[src/rtcr_pkg.sv]
// Package of constants for the paged real-time-clock register file
//
// Functional notes
// - Time, calendar, alarm and control registers are untouched by system reset; their power-up value is undefined.
// - With page 0 selected, reading a time or calendar register returns the live running count.
// - With page 1 selected, the shared addresses return the held alarm and mode settings.
// - Seconds hold BCD 00 to 59 in bits 6:0 with bit 7 reading zero, and software writes no other code.
// - The weekday register carries a three-bit code in bits 2:0 and its upper bits are unused.
// - The year register holds the two low decimal digits of the year as eight-bit BCD.
// - Page 0 maps seconds to year at consecutive addresses from the base, hours bit 5 being the 20-hour digit or PM flag.
// - Page 1 reuses those addresses for alarm minute, hour, weekday and day, a 12/24 select and a two-bit leap mode.
package rtcr_pkg;
  localparam int RTCR_AW = 16;
  // Register indices; byte address is four times the index
  localparam logic [13:0] RTCR_IDX_SECONDS = 14'h1320;
  localparam logic [13:0] RTCR_IDX_MINUTES = 14'h1321;
  localparam logic [13:0] RTCR_IDX_HOURS = 14'h1322;
  localparam logic [13:0] RTCR_IDX_WEEKDAY = 14'h1323;
  localparam logic [13:0] RTCR_IDX_DAY = 14'h1324;
  localparam logic [13:0] RTCR_IDX_MONTH = 14'h1325;
  localparam logic [13:0] RTCR_IDX_YEAR = 14'h1326;
  localparam logic [13:0] RTCR_IDX_PAGE = 14'h1327;
  localparam logic [13:0] RTCR_IDX_RESET = 14'h1328;
  // Page and control bit positions
  localparam int RTCR_PG_PAGE = 0;
  localparam int RTCR_PG_AL_EN = 2;
  localparam int RTCR_PG_CLK_EN = 3;
  localparam int RTCR_PG_ADJ = 4;
  localparam int RTCR_PG_IRQ_EN = 7;
  // Reset register bit positions
  localparam int RTCR_RS_ALARM = 4;
  localparam int RTCR_RS_DIV = 5;
  localparam int RTCR_RS_EN16 = 6;
  localparam int RTCR_RS_EN1 = 7;
  // BCD limits
  localparam logic [7:0] RTCR_SEC_MAX = 8'h59;
  localparam logic [7:0] RTCR_HALF_MIN = 8'h30;
  localparam logic [7:0] RTCR_H24_MAX = 8'h23;
  localparam logic [7:0] RTCR_H12_TOP = 8'h12;
  localparam logic [7:0] RTCR_H12_PRE = 8'h11;
  localparam logic [7:0] RTCR_WDAY_MAX = 8'h06;
  localparam logic [7:0] RTCR_MON_MAX = 8'h12;
  localparam logic [7:0] RTCR_YEAR_MAX = 8'h99;
  localparam logic [1:0] RTCR_LEAP_NOW = 2'b00;
  // Timing: 125 MHz clock, 1/16 s sub-tick
  localparam int RTCR_CLK_PERIOD_NS = 8;
  localparam int RTCR_SUB_TICK_NS = 62_500_000;
  localparam int RTCR_SUB_TICK_CYCLES = RTCR_SUB_TICK_NS / RTCR_CLK_PERIOD_NS;
  localparam int RTCR_SUBS_PER_SEC = 16;
endpackage

[src/rtcr_div.sv]
// Prescaler giving 16 Hz and 1 Hz enable pulses
`timescale 1ns/10ps
`default_nettype none
module rtcr_div #(
  parameter int unsigned SUB_TICK_CYCLES = rtcr_pkg::RTCR_SUB_TICK_CYCLES
) (
  input wire logic mclk,
  input wire logic rst,
  input wire logic clr,
  output logic tick_16hz,
  output logic tick_1hz
);
  import rtcr_pkg::*;

  typedef struct packed {
    logic [31:0] cnt;
    logic [3:0] sub;
    logic t16;
    logic t1;
  } rtcr_div_t;

  rtcr_div_t st, next_st;

  if (SUB_TICK_CYCLES < 2) begin : g_chk
    $error("SUB_TICK_CYCLES must be at least 2");
  end

  always_comb begin
    next_st = st;
    next_st.t16 = 1'b0;
    next_st.t1 = 1'b0;
    if (clr) begin
      next_st.cnt = '0;
      next_st.sub = '0;
    end else if (st.cnt == 32'(SUB_TICK_CYCLES - 1)) begin
      next_st.cnt = '0;
      next_st.t16 = 1'b1;
      next_st.sub = st.sub + 4'h1;
      next_st.t1 = (st.sub == 4'(RTCR_SUBS_PER_SEC - 1));
    end else begin
      next_st.cnt = st.cnt + 32'h0000_0001;
    end
  end

  always_ff @(posedge mclk) begin
    if (rst) begin
      st <= '0;
    end else begin
      st <= next_st;
    end
  end

  assign tick_16hz = st.t16;
  assign tick_1hz = st.t1;
endmodule
`default_nettype wire

[src/rtcr_regs.sv]
// Paged real-time-clock register file with APB slave and time counting
//
// Implementation choice: the APB register port.
`timescale 1ns/10ps
`default_nettype none
module rtcr_regs #(
  parameter int unsigned SUB_TICK_CYCLES = rtcr_pkg::RTCR_SUB_TICK_CYCLES
) (
  input wire logic mclk,
  input wire logic rst,
  input wire logic psel,
  input wire logic penable,
  input wire logic pwrite,
  input wire logic [rtcr_pkg::RTCR_AW-1:0] paddr,
  input wire logic [31:0] pwdata,
  output logic [31:0] prdata,
  output logic pready,
  output logic pslverr,
  output logic alarm_out,
  output logic pulse_1hz,
  output logic pulse_16hz
);
  import rtcr_pkg::*;

  typedef struct packed {
    logic [6:0] sec;
    logic [6:0] min;
    logic [5:0] hour;
    logic [2:0] wday;
    logic [5:0] day;
    logic [4:0] mon;
    logic [7:0] year;
    logic [6:0] al_min;
    logic [5:0] al_hour;
    logic [2:0] al_wday;
    logic [5:0] al_day;
    logic h24;
    logic [1:0] leap;
    logic irq_en;
    logic adj;
    logic clk_en;
    logic al_en;
    logic page;
    logic en_1hz;
    logic en_16hz;
    logic rdy;
    logic err;
    logic [7:0] rdata;
    logic alarm;
    logic p1;
    logic p16;
  } rtcr_state_t;

  rtcr_state_t st, next_st;
  logic tick_16hz;
  logic tick_1hz;
  logic div_clr;
  logic [13:0] idx;
  logic acc_req;
  logic acc_done;

  assign idx = paddr[15:2];
  assign acc_req = psel && penable && !st.rdy;
  assign acc_done = psel && penable && st.rdy;
  // Divider restart is immediate so the next second is a full one
  assign div_clr = acc_done && pwrite && idx == RTCR_IDX_RESET && pwdata[RTCR_RS_DIV];

  rtcr_div #(
    .SUB_TICK_CYCLES(SUB_TICK_CYCLES)
  ) u_div (
    .mclk(mclk),
    .rst(rst),
    .clr(div_clr),
    .tick_16hz(tick_16hz),
    .tick_1hz(tick_1hz)
  );

  ////////////////////////////////////////////////////////////////////////////
  function automatic logic [8:0] bcd_inc(input logic [7:0] v, input logic [7:0] top,
                                         input logic [7:0] low);
    logic [8:0] r;
    r = '0;
    if (v == top) begin
      r = {1'b1, low};
    end else if (v[3:0] == 4'h9) begin
      r = {1'b0, v[7:4] + 4'h1, 4'h0};
    end else begin
      r = {1'b0, v + 8'h01};
    end
    return r;
  endfunction

  function automatic logic [7:0] month_len(input logic [4:0] m, input logic leap_now);
    logic [7:0] r;
    r = 8'h31;
    case (m)
      5'h02: r = leap_now ? 8'h29 : 8'h28;
      5'h04, 5'h06, 5'h09, 5'h11: r = 8'h30;
      default: r = 8'h31;
    endcase
    return r;
  endfunction

  function automatic logic [7:0] read_mux(input rtcr_state_t s, input logic [13:0] i);
    logic [7:0] r;
    r = '0;
    case (i)
      RTCR_IDX_SECONDS: r = s.page ? 8'h00 : {1'b0, s.sec};
      RTCR_IDX_MINUTES: r = s.page ? {1'b0, s.al_min} : {1'b0, s.min};
      RTCR_IDX_HOURS: r = s.page ? {2'b0, s.al_hour} : {2'b0, s.hour};
      RTCR_IDX_WEEKDAY: r = s.page ? {5'b0, s.al_wday} : {5'b0, s.wday};
      RTCR_IDX_DAY: r = s.page ? {2'b0, s.al_day} : {2'b0, s.day};
      RTCR_IDX_MONTH: r = s.page ? {7'b0, s.h24} : {3'b0, s.mon};
      RTCR_IDX_YEAR: r = s.page ? {6'b0, s.leap} : s.year;
      RTCR_IDX_PAGE: r = {s.irq_en, 2'b0, s.adj, s.clk_en, s.al_en, 1'b0, s.page};
      default: r = 8'h00;
    endcase
    return r;
  endfunction

  function automatic logic hit(input logic [13:0] i);
    return i >= RTCR_IDX_SECONDS && i <= RTCR_IDX_RESET;
  endfunction

  ////////////////////////////////////////////////////////////////////////////
  logic [8:0] s_inc, m_inc, h_inc, d_inc, mo_inc, y_inc, w_inc;
  logic [7:0] h12;
  logic roll_min, roll_hour, roll_day, roll_mon;

  always_comb begin
    next_st = st;
    s_inc = bcd_inc({1'b0, st.sec}, RTCR_SEC_MAX, 8'h00);
    m_inc = bcd_inc({1'b0, st.min}, RTCR_SEC_MAX, 8'h00);
    h_inc = bcd_inc({2'b0, st.hour}, RTCR_H24_MAX, 8'h00);
    h12 = {3'b0, st.hour[4:0]};
    w_inc = bcd_inc({5'b0, st.wday}, RTCR_WDAY_MAX, 8'h00);
    d_inc = bcd_inc({2'b0, st.day}, month_len(st.mon, st.leap == RTCR_LEAP_NOW), 8'h01);
    mo_inc = bcd_inc({3'b0, st.mon}, RTCR_MON_MAX, 8'h01);
    y_inc = bcd_inc(st.year, RTCR_YEAR_MAX, 8'h00);
    roll_min = 1'b0;
    roll_hour = 1'b0;
    roll_day = 1'b0;
    roll_mon = 1'b0;
    next_st.p1 = tick_1hz && st.en_1hz;
    next_st.p16 = tick_16hz && st.en_16hz;

    // Once-a-second counting; adjustment rounds to the nearest minute
    if (tick_1hz && st.clk_en) begin
      if (st.adj) begin
        next_st.sec = '0;
        next_st.adj = 1'b0;
        roll_min = ({1'b0, st.sec} >= RTCR_HALF_MIN);
      end else begin
        next_st.sec = s_inc[6:0];
        roll_min = s_inc[8];
      end
    end
    if (roll_min) begin
      next_st.min = m_inc[6:0];
      roll_hour = m_inc[8];
    end
    if (roll_hour) begin
      if (st.h24) begin
        next_st.hour = h_inc[5:0];
        roll_day = h_inc[8];
      end else if (h12 == RTCR_H12_TOP) begin
        next_st.hour = {st.hour[5], 5'h01};
      end else if (h12 == RTCR_H12_PRE) begin
        // Bit 5 is the PM flag in 12-hour mode
        next_st.hour = {!st.hour[5], 5'h12};
        roll_day = st.hour[5];
      end else begin
        next_st.hour = {st.hour[5], 5'(bcd_inc(h12, RTCR_H12_TOP, 8'h01))};
      end
    end
    if (roll_day) begin
      next_st.wday = w_inc[2:0];
      next_st.day = d_inc[5:0];
      roll_mon = d_inc[8];
    end
    if (roll_mon) begin
      next_st.mon = mo_inc[4:0];
      if (mo_inc[8]) begin
        next_st.year = y_inc[7:0];
        next_st.leap = st.leap + 2'b01;
      end
    end

    // Alarm holds until cleared; a match in the clearing cycle wins
    if (acc_done && pwrite && idx == RTCR_IDX_RESET && pwdata[RTCR_RS_ALARM]) begin
      next_st.alarm = 1'b0;
    end
    if (st.al_en && st.sec == 7'h00 && st.min == st.al_min && st.hour == st.al_hour
        && st.wday == st.al_wday && st.day == st.al_day) begin
      next_st.alarm = 1'b1;
    end

    // APB: one wait state, then the transfer completes
    next_st.rdy = 1'b0;
    next_st.err = 1'b0;
    if (acc_req) begin
      next_st.rdy = 1'b1;
      next_st.err = !hit(idx);
      next_st.rdata = pwrite ? 8'h00 : read_mux(st, idx);
    end
    // Software writes land after counting, so a write wins over a tick
    if (acc_done && pwrite && hit(idx)) begin
      case (idx)
        RTCR_IDX_SECONDS: begin
          if (!st.page) begin
            next_st.sec = pwdata[6:0];
          end
        end
        RTCR_IDX_MINUTES: begin
          if (st.page) next_st.al_min = pwdata[6:0];
          else next_st.min = pwdata[6:0];
        end
        RTCR_IDX_HOURS: begin
          if (st.page) next_st.al_hour = pwdata[5:0];
          else next_st.hour = pwdata[5:0];
        end
        RTCR_IDX_WEEKDAY: begin
          if (st.page) next_st.al_wday = pwdata[2:0];
          else next_st.wday = pwdata[2:0];
        end
        RTCR_IDX_DAY: begin
          if (st.page) next_st.al_day = pwdata[5:0];
          else next_st.day = pwdata[5:0];
        end
        RTCR_IDX_MONTH: begin
          if (st.page) next_st.h24 = pwdata[0];
          else next_st.mon = pwdata[4:0];
        end
        RTCR_IDX_YEAR: begin
          if (st.page) next_st.leap = pwdata[1:0];
          else next_st.year = pwdata[7:0];
        end
        RTCR_IDX_PAGE: begin
          next_st.page = pwdata[RTCR_PG_PAGE];
          next_st.al_en = pwdata[RTCR_PG_AL_EN];
          next_st.clk_en = pwdata[RTCR_PG_CLK_EN];
          next_st.irq_en = pwdata[RTCR_PG_IRQ_EN];
          // Write wins over the self-clear at a tick; writing 0 withdraws a request
          next_st.adj = pwdata[RTCR_PG_ADJ];
        end
        RTCR_IDX_RESET: begin
          next_st.en_1hz = pwdata[RTCR_RS_EN1];
          next_st.en_16hz = pwdata[RTCR_RS_EN16];
        end
        default: begin
          next_st.page = st.page;
        end
      endcase
    end
  end

  // Only bus handshake, alarm flag and output pulses reset; clock state survives reset
  always_ff @(posedge mclk) begin
    if (rst) begin
      st.rdy <= 1'b0;
      st.err <= 1'b0;
      st.rdata <= 8'h00;
      st.alarm <= 1'b0;
      st.p1 <= 1'b0;
      st.p16 <= 1'b0;
    end else begin
      st <= next_st;
    end
  end

  assign prdata = {24'h00_0000, st.rdata};
  assign pready = st.rdy;
  assign pslverr = st.err;
  assign alarm_out = st.alarm;
  assign pulse_1hz = st.p1;
  assign pulse_16hz = st.p16;
endmodule
`default_nettype wire
[config.mk]
export PLATFORM = sky130hd
export DESIGN_NAME = rtcr_regs
export DESIGN_NICKNAME = d
export VERILOG_FILES = /design/src/rtcr_pkg.sv /design/src/rtcr_div.sv /design/src/rtcr_regs.sv
export SDC_FILE = /design/constraint.sdc
export NUM_CORES = 1
export LEC_CHECK = 0
export ABC_AREA = 1
export ABC_CLOCK_PERIOD_IN_PS = 2570
export CORE_MARGIN = 2
export CORE_UTILIZATION = 59
export DETAILED_ROUTE_END_ITERATION = 12
export DONT_BUFFER_PORTS = 1
export PLACE_DENSITY_LB_ADDON = 0.12
export SLEW_MARGIN = 30
export SYNTH_ARGS = -nofsm -noshare
export SYNTH_HDL_FRONTEND = slang
export SYNTH_SLANG_ARGS = --single-unit
[constraint.sdc]
create_clock -name mclk -period 2.57 [get_ports mclk]
set_clock_uncertainty 0.1 [all_clocks]
set_input_delay 0.257 -clock mclk [delete_from_list [all_inputs] [get_ports mclk]]
set_output_delay 0.257 -clock mclk [all_outputs]
set_load 0.02 [all_outputs]
==> results.py, run 1 <==
metrics = {
    "die": {
        "start_util_pct": 60.26,
        "die_area_um2": 15780,
        "die_w_um": 125.6,
        "num_rows": 44,
        "core_um2": 14480,
        "ios": 90,
        "die_h_um": 125.6,
    },
    "power": {
        "ir_worst_vdd_mv": 0.4921,
        "power.leakage_uw": 0.004052,
        "pwr_density_cell_nw_per_um2": 546.1,
    },
    "critical_path": {
        "critPathSlowestCell": "edfxtp_1",
        "crit_top_cell": "nand2_1",
        "crit_path_max_fanout": 11,
        "start_kind": "register",
        "ff2ff_path_depth": 11,
        "required_ps": 2650,
        "crit_chain": "inv_1, ha_1, nand2_1, nor2_2, nand4_4, nor2_4, nand2_2, nand2_1, nand3_1, nand2_1, inv_1",
        "critical_path.startpoint": "st[78]",
        "reg2reg_from": "st[78]",
        "arrival_ps": 2490,
        "critPathKind": "register to register",
        "cp-end-kind": "register",
        "cpPeakStageDelay_ps": 430,
    },
    "cells_and_area": {
        "final_cell_area_um2": 9647,
        "antenna-diode-count": 0,
        "drive_gt1_share_pct": 9.807,
        "syn_to_final_growth_pct": 10.57,
        "layout.nets": 1303,
        "nFillCells": 1257,
    },
    "routing": {
        "vias": 8134,
        "drc": 0,
        "dr.pass1.iters": 6,
        "wl_per_cell_um": 17.25,
        "vias_per_cell": 5.696,
        "initialDrtViolationCount": 922,
        "wl_um": 24640,
        "antenna_left": 0,
    },
    "worst_hold_path": {
        "min_path_type": "input pin to register",
        "worstHoldStart": "pwdata[7]",
        "min_path_cells": 3,
    },
    "grt": {
        "antenna_found_initial": 2,
        "globalRouteMet1Util_pct": 43.64,
        "grt_pass1_wl_um": 39080,
        "grt_remaining_overflow": 0,
        "groute.usage.overall_pct": 31.79,
        "grt_pass1_vias": 7501,
        "gr-usage-met3_pct": 8.644,
        "gr-max-usage-layer": "met2",
        "use_met2_pct": 46.45,
        "grt_start_max_net_pins": 51,
    },
    "logic_synthesis": {
        "yosysSeqAreaShare_pct": 37.17,
        "netlist_area_um2": 8725,
        "synthFlopType": "edfxtp_1",
        "yosysWarningCount": 0,
        "netlist_instances": 1209,
        "synth_cell_type_count": 54,
        "async_reset_ff_share_pct": 0,
        "synth_edf_count": 74,
        "ys_ff_latch": 125,
        "avgSynthCellArea_um2": 7.216,
    },
    "timing": {
        "tns_ps": 0,
        "setup_violations": 0,
        "worst_pin_slew_ps": 662.0,
        "period_minus_slack_ps": 2410,
        "hold_violations": 0,
        "drv_slew": 0,
        "max_slew_margin_pct": 55.87,
        "fin_crit_sh_pct": 93.79,
        "rsz0062_at_grt": "no",
        "fin_hold_ws_ps": 15.85,
        "max_freq_mhz": 414.9,
    },
    "clock_tree": {
        "cts_setup_buffers": 0,
        "clockBufferDepth": 2,
        "cts_root_buf": "clkbuf_16",
        "clkTransAtPathRegs_ps": 60,
        "cts_buffers": 17,
        "cts_tree": "done",
        "clk_latency_ps": 420,
        "cts_max_level": 4,
        "cts_sinks": 125,
    },
    "place": {
        "placed_area_um2": 8872,
        "dp_hpwl_um": 17540,
        "port_buffers": 0,
        "gp_congestion": 0.9579,
    },
    "flow_run": {
        "cap_violations": 0,
    },
    "status": {
        "status": "completed",
    },
}
[metal layers]
metal  up-vias  wire [um]
met5         -         13
met4         2       1127
met3        75       2420
met2       391      10580
met1      3662      10500
li1       4004          -
[critical path, delay by kind of cell (launching register included)]
kind	cells	cell delay [ps]
flip-flops	1	430
adder cells (fa/ha/maj)	1	180
buffers and inverters	2	220
AND/OR/NAND/NOR	8	1240
[stage by stage]
| step | instances | power, uW | setup slack [ps] | util [%] |
|---|---|---|---|---|
| after floorplan | 1232 | 2565 | 265.3 | - |
| after global placement | 1385 | 2624 | 223.2 | 61.28 |
| after detailed placement | 1385 | 2631 | 181.0 | 61.28 |
| after CTS | 1428 | 5280 | 172.1 | 66.56 |
| after global routing | 1428 | 5427 | 18.74 | 66.63 |
| final | 1428 | 5268 | 159.7 | 66.63 |
[synth_stat cells (all sizes together) (6+ instances only)]
library cell  instances  area (um2)
nand2               293        1142
inv                 157       589.3
nor2                143       629.4
nand3                98       548.0
o21ai                91       459.2
edfxtp               74        2222
a21oi                58       294.0
dfxtp                51        1021
buf                  46       347.8
nor3                 42       242.7
nand4                32       227.7
ha                   19       237.7
xor2                 19       166.4
xnor2                17       148.9
nor4                 13       81.33
clkbuf               10       37.54
o22ai                 7       43.79
o211ai                6       45.04
[repair_timing]
action	CTS	global route
gates resized for setup	0	3
hold endpoints to repair	67	0
hold buffers	11	0
setup endpoints to repair	0	20
[report_power, final]
part	switching (uW)	leakage, uW	internal, uW
Sequential	59.3	0.00111	2170
Clock	927	0.000317	1700
Combinational	287	0.00262	121
Total	1270	0.00405	3990
[logic make-up (layout without fill, tap and decap cells)]
group	Yosys count	after routing	share of synthesized area, %
flops	125	125	37.17
compound gates	174	174	10.71
fa+ha+maj	19	19	2.725
simple gates	635	635	34.07
mux	3	3	0.3442
buf+inv	216	228	11.31
xor+xnor	36	36	3.614
other cells	1	24	0.04298
[flip-flops by register name (all words and copies together) (netlist names)]
signal / count
u_div.tick_1hz: 1
pulse_16hz: 1
prdata: 8
h12: 5
pslverr: 1
pready: 1
alarm_out: 1
u_div.st: 36
pulse_1hz: 1
st: 69
u_div.tick_16hz: 1
[area by class of cell]
class                   count  area (um2)  share of cell area, %
inverters                 160       605.6                  6.278
well taps                 184       230.2                  2.387
flip-flops and latches    125        3243                  33.62
clock inverters            12       153.9                  1.595
repair buffers             36       322.8                  3.346
clock buffers              20       500.5                  5.188
multi-input cells         891        4591                  47.59
[worst paths after layout]
path                                   end  slack, ps
worst min register to register  pulse_16hz        330
worst max-delay path                st[52]        160
worst min-delay path                st[52]         20
worst max register to register      st[52]        160
[cells in the final DEF (no fill, tap or decap), types with 7 or more instances in the layout]
cell type and n:
nand4_1 29, inv_1 150, nand2_1 280, o22ai_1 7, buf_4 23, o21ai_0 76, nor2_1 122, a21oi_1 57
dfxtp_1 51, nand3_1 88, conb_1 24, o21ai_1 14, dlygate4sd3_1 11, xor2_1 19, nor2_2 12, nand3_2 9
nor4_1 13, ha_1 19, nor2_4 9, nor3_1 37, nand2_2 11, clkbuf_16 20, xnor2_1 17, edfxtp_1 74
(Power assumes the default switching activity.)
==> run 2: changes to the inputs <==
--- a/config.mk
+++ b/config.mk
@@ -15,4 +15,5 @@
 export SLEW_MARGIN = 30
 export SYNTH_ARGS = -nofsm -noshare
 export SYNTH_HDL_FRONTEND = slang
+export SYNTH_HIERARCHICAL = 1
 export SYNTH_SLANG_ARGS = --single-unit
==> results.py, run 2 <==
metrics = {
    "status": {
        "status": "completed",
    },
    "routing": {
        "antenna_left": 0,
        "initialDrtViolationCount": 989,
        "vias_per_cell": 5.659,
        "wl_per_cell_um": 16.61,
        "dr.pass1.iters": 6,
        "vias": 8601,
        "drc": 0,
        "wl_um": 25240,
    },
    "critical_path": {
        "cp-end-kind": "register",
        "crit_top_cell": "nand2_1",
        "reg2reg_from": "st[74]",
        "cpPeakStageDelay_ps": 460,
        "start_kind": "register",
        "crit_chain": "inv_1, ha_1, nand3_2, nor2_2, nand4_4, clkinv_2, nand2_4, nor2_4, nand2_1, nand3_1, nand2_1",
        "crit_path_max_fanout": 9,
        "critPathSlowestCell": "edfxtp_1",
        "critical_path.startpoint": "st[74]",
        "arrival_ps": 2440,
        "critPathKind": "register to register",
        "required_ps": 2650,
    },
    "place": {
        "place_inst": 1477,
        "dp_hpwl_um": 17960,
        "gp_congestion": 0.9615,
        "port_buffers": 0,
    },
    "grt": {
        "grt_pass1_wl_um": 39760,
        "grt_start_max_net_pins": 34,
        "groute.usage.overall_pct": 31.33,
        "antenna_found_initial": 1,
        "grt_remaining_overflow": 0,
        "grt_pass1_vias": 7691,
    },
    "cells_and_area": {
        "fin_cells": 1520,
        "layout.nets": 1390,
        "regMostFlops": "st",
        "drive_gt1_share_pct": 10.52,
        "regArea_um2": 3243,
        "layout_common_cells": "nand2_1, nor2_1, nand3_1",
        "syn_to_final_growth_pct": 8.772,
        "nFillCells": 1384,
        "largest_reg_flops": 69,
        "layout_commonest_cell": "nand2_1",
        "multi_input_area_um2": 4901,
    },
    "logic_synthesis": {
        "yosys-top-cells-count": "nand2_1, nor2_1, nand3_1",
        "ys_ff_latch": 125,
        "netlist_area_um2": 9057,
        "synth_area_leaders": "edfxtp_1, nand2_1, dfxtp_1",
        "synth_most_common_cell": "nand2_1",
        "synth_edf_count": 74,
        "synthFlopType": "edfxtp_1",
        "yosysSeqAreaShare_pct": 35.81,
        "avgSynthCellArea_um2": 6.962,
        "synth_top_area_share_pct": 24.53,
        "netlist_instances": 1301,
        "yosysWarningCount": 6,
        "yosysTopAreaCell": "edfxtp_1",
        "async_reset_ff_share_pct": 0,
        "synth_cell_type_count": 45,
    },
    "clock_tree": {
        "cts_tree": "done",
        "cts_root_buf": "clkbuf_16",
        "cts_buffers": 17,
        "cts_max_level": 4,
        "clkTransAtPathRegs_ps": 60,
        "clk_latency_ps": 420,
        "clockBufferDepth": 2,
        "cts_setup_buffers": 0,
        "cts_sinks": 125,
    },
    "power": {
        "ir_worst_vdd_mv": 0.5972,
        "power.leakage_uw": 0.004195,
        "pwr_density_cell_nw_per_um2": 513.3,
        "power_uw": 5057,
        "p_comb_share_pct": 7.9,
        "p_seq_share_pct": 44.2,
        "switching_share_pct": 25.42,
        "p_sw_uw": 1286,
        "internal_power_uw": 3771,
        "p_clk_share_pct": 47.9,
    },
    "timing": {
        "max_slew_margin_pct": 57.44,
        "period_minus_slack_ps": 2363,
        "tns_ps": 0,
        "setup_violations": 0,
        "rsz0062_at_grt": "no",
        "fin_hold_ws_ps": 1.502,
        "drv_slew": 0,
        "worst_pin_slew_ps": 636.2,
        "max_freq_mhz": 423.2,
        "fin_crit_sh_pct": 91.95,
        "hold_violations": 0,
    },
    "die": {
        "start_util_pct": 60.02,
        "die_h_um": 127.9,
        "core_um2": 15090,
        "die_w_um": 127.9,
        "ios": 90,
        "die_area_um2": 16360,
        "num_rows": 45,
    },
    "worst_hold_path": {
        "min_path_type": "input pin to register",
        "worstHoldStart": "pwdata[1]",
    },
    "flow_run": {
        "cap_violations": 0,
    },
}
-- run 2: cell types whose count changed after synthesis, sizes merged, moves of 6 or more --
cell,change
xnor2,+6
nor4,-6
o21ai,-9
nor2,+47
a21oi,-16
nand2,+84
nor3,-26
o22ai,-6
nand4,-7
inv,-9
nand3,+43
-- run 2: cell type report --
class / count / share of cell area, %
Antenna cell: 1 / 0.02540
Clock buffer: 21 / 5.004
Clock inverter: 11 / 1.041
Inverter: 152 / 5.829
Multi-Input combinational cell: 987 / 49.75
Sequential cell: 125 / 32.92
Tap cell: 188 / 2.388
Timing Repair Buffer: 35 / 3.048
-- run 2: logic make-up (layout without fill, tap and decap cells) --
family,count (synthesis),after routing,share of synthesized area [%]
DFF,125,125,35.81
and+or+nand+nor,767,767,38.65
other,1,25,0.04140
AOI/OAI and AO/OA,137,137,7.916
xor gates and xnor gates,40,40,3.868
buffers and inverters,212,219,11.09
adders and majority gates,19,19,2.625
-- run 2: final timing paths --
| path | endpoint | slack [ps] | cells after the start |
|---|---|---|---|
| worst min register to register | u_div/st[6] | 340 | 1 |
| worst max register to register | st[50] | 210 | 11 |
| worst min-delay path | st[81] | 2 | 2 |
| worst max-delay path | st[50] | 210 | 11 |
-- run 2: per-layer routing --
metal,GRT usage [%],share of wire (%),wire [um],vias up
met1,41.70,42,10570,3939
met5,0,0,0,-
li1,-,-,-,4209
met3,4.758,8.8,2233,49
met2,52.37,46,11680,404
met4,10.67,3.0,761,0
-- run 2: timing repair --
action | in CTS | in global routing
endpoints found under the hold margin | 68 | 0
hold buffers | 10 | 0
resized for setup | 0 | 1
setup endpoints to repair | 0 | 16
-- run 2: power by group through the flow --
stage	Sequential, uW	Combinational [uW]	Clock, uW
after floorplan	2260	317	0
after global placement	2280	350	0
after detailed placement	2280	356	0
after CTS	2230	393	2440
after global routing	2240	446	2500
final	2240	399	2420
-- run 2: critical path, delay by kind of cell, from the launching register on --
family / cells / cell delay, ps
adder cells (fa/ha/maj): 1 / 170
buffers and inverters: 2 / 290
flip-flops: 1 / 460
AND/OR/NAND/NOR: 8 / 1100
-- run 2: stage by stage --
step	utilization, %	instance area (um2)	setup slack (ps)
detailed placement	60.63	9149	218.4
global placement	60.63	9149	266.4
CTS	65.24	9844	215.7
global route	65.27	9849	31.21
floorplan	-	9144	310.6
finish	65.29	9852	207.0
==> run 3: changes to the inputs <==
--- a/config.mk
+++ b/config.mk
@@ -7,10 +7,12 @@
 export LEC_CHECK = 0
 export ABC_AREA = 1
 export ABC_CLOCK_PERIOD_IN_PS = 2570
+export CORE_ASPECT_RATIO = 0.9
 export CORE_MARGIN = 2
 export CORE_UTILIZATION = 59
 export DETAILED_ROUTE_END_ITERATION = 12
 export DONT_BUFFER_PORTS = 1
+export GPL_TIMING_DRIVEN = 0
 export PLACE_DENSITY_LB_ADDON = 0.12
 export SLEW_MARGIN = 30
 export SYNTH_ARGS = -nofsm -noshare
==> results.py, run 3 (synthesis gave the netlist of run 2 again) <==
metrics = {
    "status": {
        "status": "completed",
    },
    "timing": {
        "fin_hold_ws_ps": 27.47,
        "period_minus_slack_ps": 2558,
        "setup_violations": 0,
        "max_slew_margin_pct": 51.30,
        "fin_crit_sh_pct": 99.52,
        "drv_slew": 0,
        "rsz0062_at_grt": "yes",
        "max_freq_mhz": 391.0,
        "hold_violations": 0,
        "worst_pin_slew_ps": 724.4,
    },
    "clock_tree": {
        "cts_max_level": 4,
        "cts_buffers": 17,
        "clkTransAtPathRegs_ps": 60,
        "cts_root_buf": "clkbuf_16",
        "cts_sinks": 125,
        "clk_latency_ps": 430,
        "cts_tree": "done",
        "clockBufferDepth": 2,
    },
    "die": {
        "die_area_um2": 16360,
        "ios": 90,
        "start_util_pct": 60.90,
        "die_h_um": 121.5,
        "core_um2": 14870,
        "die_w_um": 134.6,
        "num_rows": 42,
    },
    "cells_and_area": {
        "nFillCells": 1313,
        "regMostFlops": "st",
        "layout.nets": 1430,
        "largest_reg_flops": 69,
        "fin_cells": 1569,
        "multi_input_area_um2": 4920,
        "final_util_pct": 68.18,
        "drive_gt1_share_pct": 12.47,
        "antenna-diode-count": 0,
        "regArea_um2": 3243,
        "layout_common_cells": "nand2_1, nor2_1, nand3_1",
        "syn_to_final_growth_pct": 11.95,
        "layout_commonest_cell": "nand2_1",
    },
    "critical_path": {
        "cp-end-kind": "register",
        "required_ps": 2530,
        "critPathKind": "register to register",
        "crit_chain": "buf_2, clkbuf_1, nand3_1, nor4_2",
        "endpoint": "st[34]",
        "crit_path_max_fanout": 10,
        "rr_endpoint": "st[34]",
        "reg2reg_from": "st[15]",
        "arrival_ps": 2510,
        "r2r_slack_ps": 10,
        "cpPeakStageDelay_ps": 650,
        "critical_path.startpoint": "st[15]",
        "start_kind": "register",
        "ff2ff_path_depth": 4,
        "critPathSlowestCell": "nor4_2",
    },
    "grt": {
        "groute.usage.overall_pct": 32.64,
        "grt_remaining_overflow": 0,
        "antenna_found_initial": 0,
        "grt_start_max_net_pins": 46,
        "grt_pass1_vias": 7831,
        "grt_pass1_wl_um": 41040,
    },
    "flow_run": {
        "cap_violations": 0,
    },
    "power": {
        "power_uw": 5073,
        "ir_worst_vdd_mv": 0.4906,
        "pwr_density_cell_nw_per_um2": 500.3,
        "power.leakage_uw": 0.004386,
    },
    "routing": {
        "initialDrtViolationCount": 816,
        "wl_um": 25990,
        "vias_per_cell": 5.666,
        "vias": 8890,
        "antenna_left": 0,
        "dr.pass1.iters": 8,
        "drc": 0,
        "wl_per_cell_um": 16.56,
    },
    "place": {
        "port_buffers": 0,
        "gp_congestion": 0.9737,
        "dp_hpwl_um": 18710,
        "place_inst": 1522,
    },
    "worst_hold_path": {
        "min_path_type": "input pin to register",
    },
}
==> run 3: cell count changes in the layout (fill, tap and decap cells not counted), moves of 3 or more <==
cell | previous run | this run
buf_4 | 24 | 40
buf_6 | 0 | 4
buf_2 | 0 | 8
buf_8 | 0 | 3
clkbuf_1 | 1 | 12
==> run 3: power by group <==
part / switching (uW) / internal [uW]
registers: 62.1 / 2170
clock network: 932 / 1460
logic: 291 / 151
==> run 3: area by class of cell <==
class / count / share of cell area [%]
multi-input cells: 987 / 48.52
inverters: 152 / 5.726
repair buffers: 15 / 1.357
well taps: 198 / 2.443
clock buffers: 23 / 4.924
flip-flops and latches: 125 / 31.98
plain buffers: 60 / 4.245
clock inverters: 9 / 0.8021
==> run 3: how the worst min path moves through the flow <==
| stage | from | endpoint | slack [ps] | cells after the start |
|---|---|---|---|---|
| CTS | pwdata[7] | st[52] | 10 | 3 |
| detailed placement | pwdata[6] | st[13] | 260 | 0 |
| floorplan | pwdata[6] | st[13] | 260 | 0 |
| global placement | pwdata[6] | st[13] | 260 | 0 |
| global route | pwdata[1] | st[81] | 30 | 2 |
| finish | pwdata[7] | st[52] | 30 | 3 |
==> run 3: per-stage QoR <==
stage | cell area (um2) | setup TNS (ps) | worst slack (ps)
after global placement | 9392 | -7766 | -446.6
after global routing | 10140 | -469.4 | -64.31
final | 10140 | 0 | 12.32
after floorplan | 9144 | 0 | 310.6
after detailed placement | 9407 | -97.82 | -14.22
after CTS | 10100 | 0 | 76.35
==> run 3: what timing repair did <==
action,4_1_cts,5_1_grt
endpoints found under the setup margin,7,19
pin swaps,0,1
endpoints found under the hold margin,61,0
resized for setup,1,3
setup buffers,0,5
hold buffers,10,0
==> run 3: layer usage <==
| metal | wire length, um | GRT usage [%] |
|---|---|---|
| met1 | 11250 | 46.16 |
| met2 | 11360 | 49.39 |
| met5 | 0 | 0 |
| met3 | 2819 | 7.324 |
| met4 | 561 | 11.58 |
==> run 3: worst max-delay path: cells and delay by family, from the launching register on <==
| family | cells | cell delay, ps |
|---|---|---|
| simple gates | 2 | 1070 |
| buf+inv | 2 | 690 |
| flops | 1 | 310 |
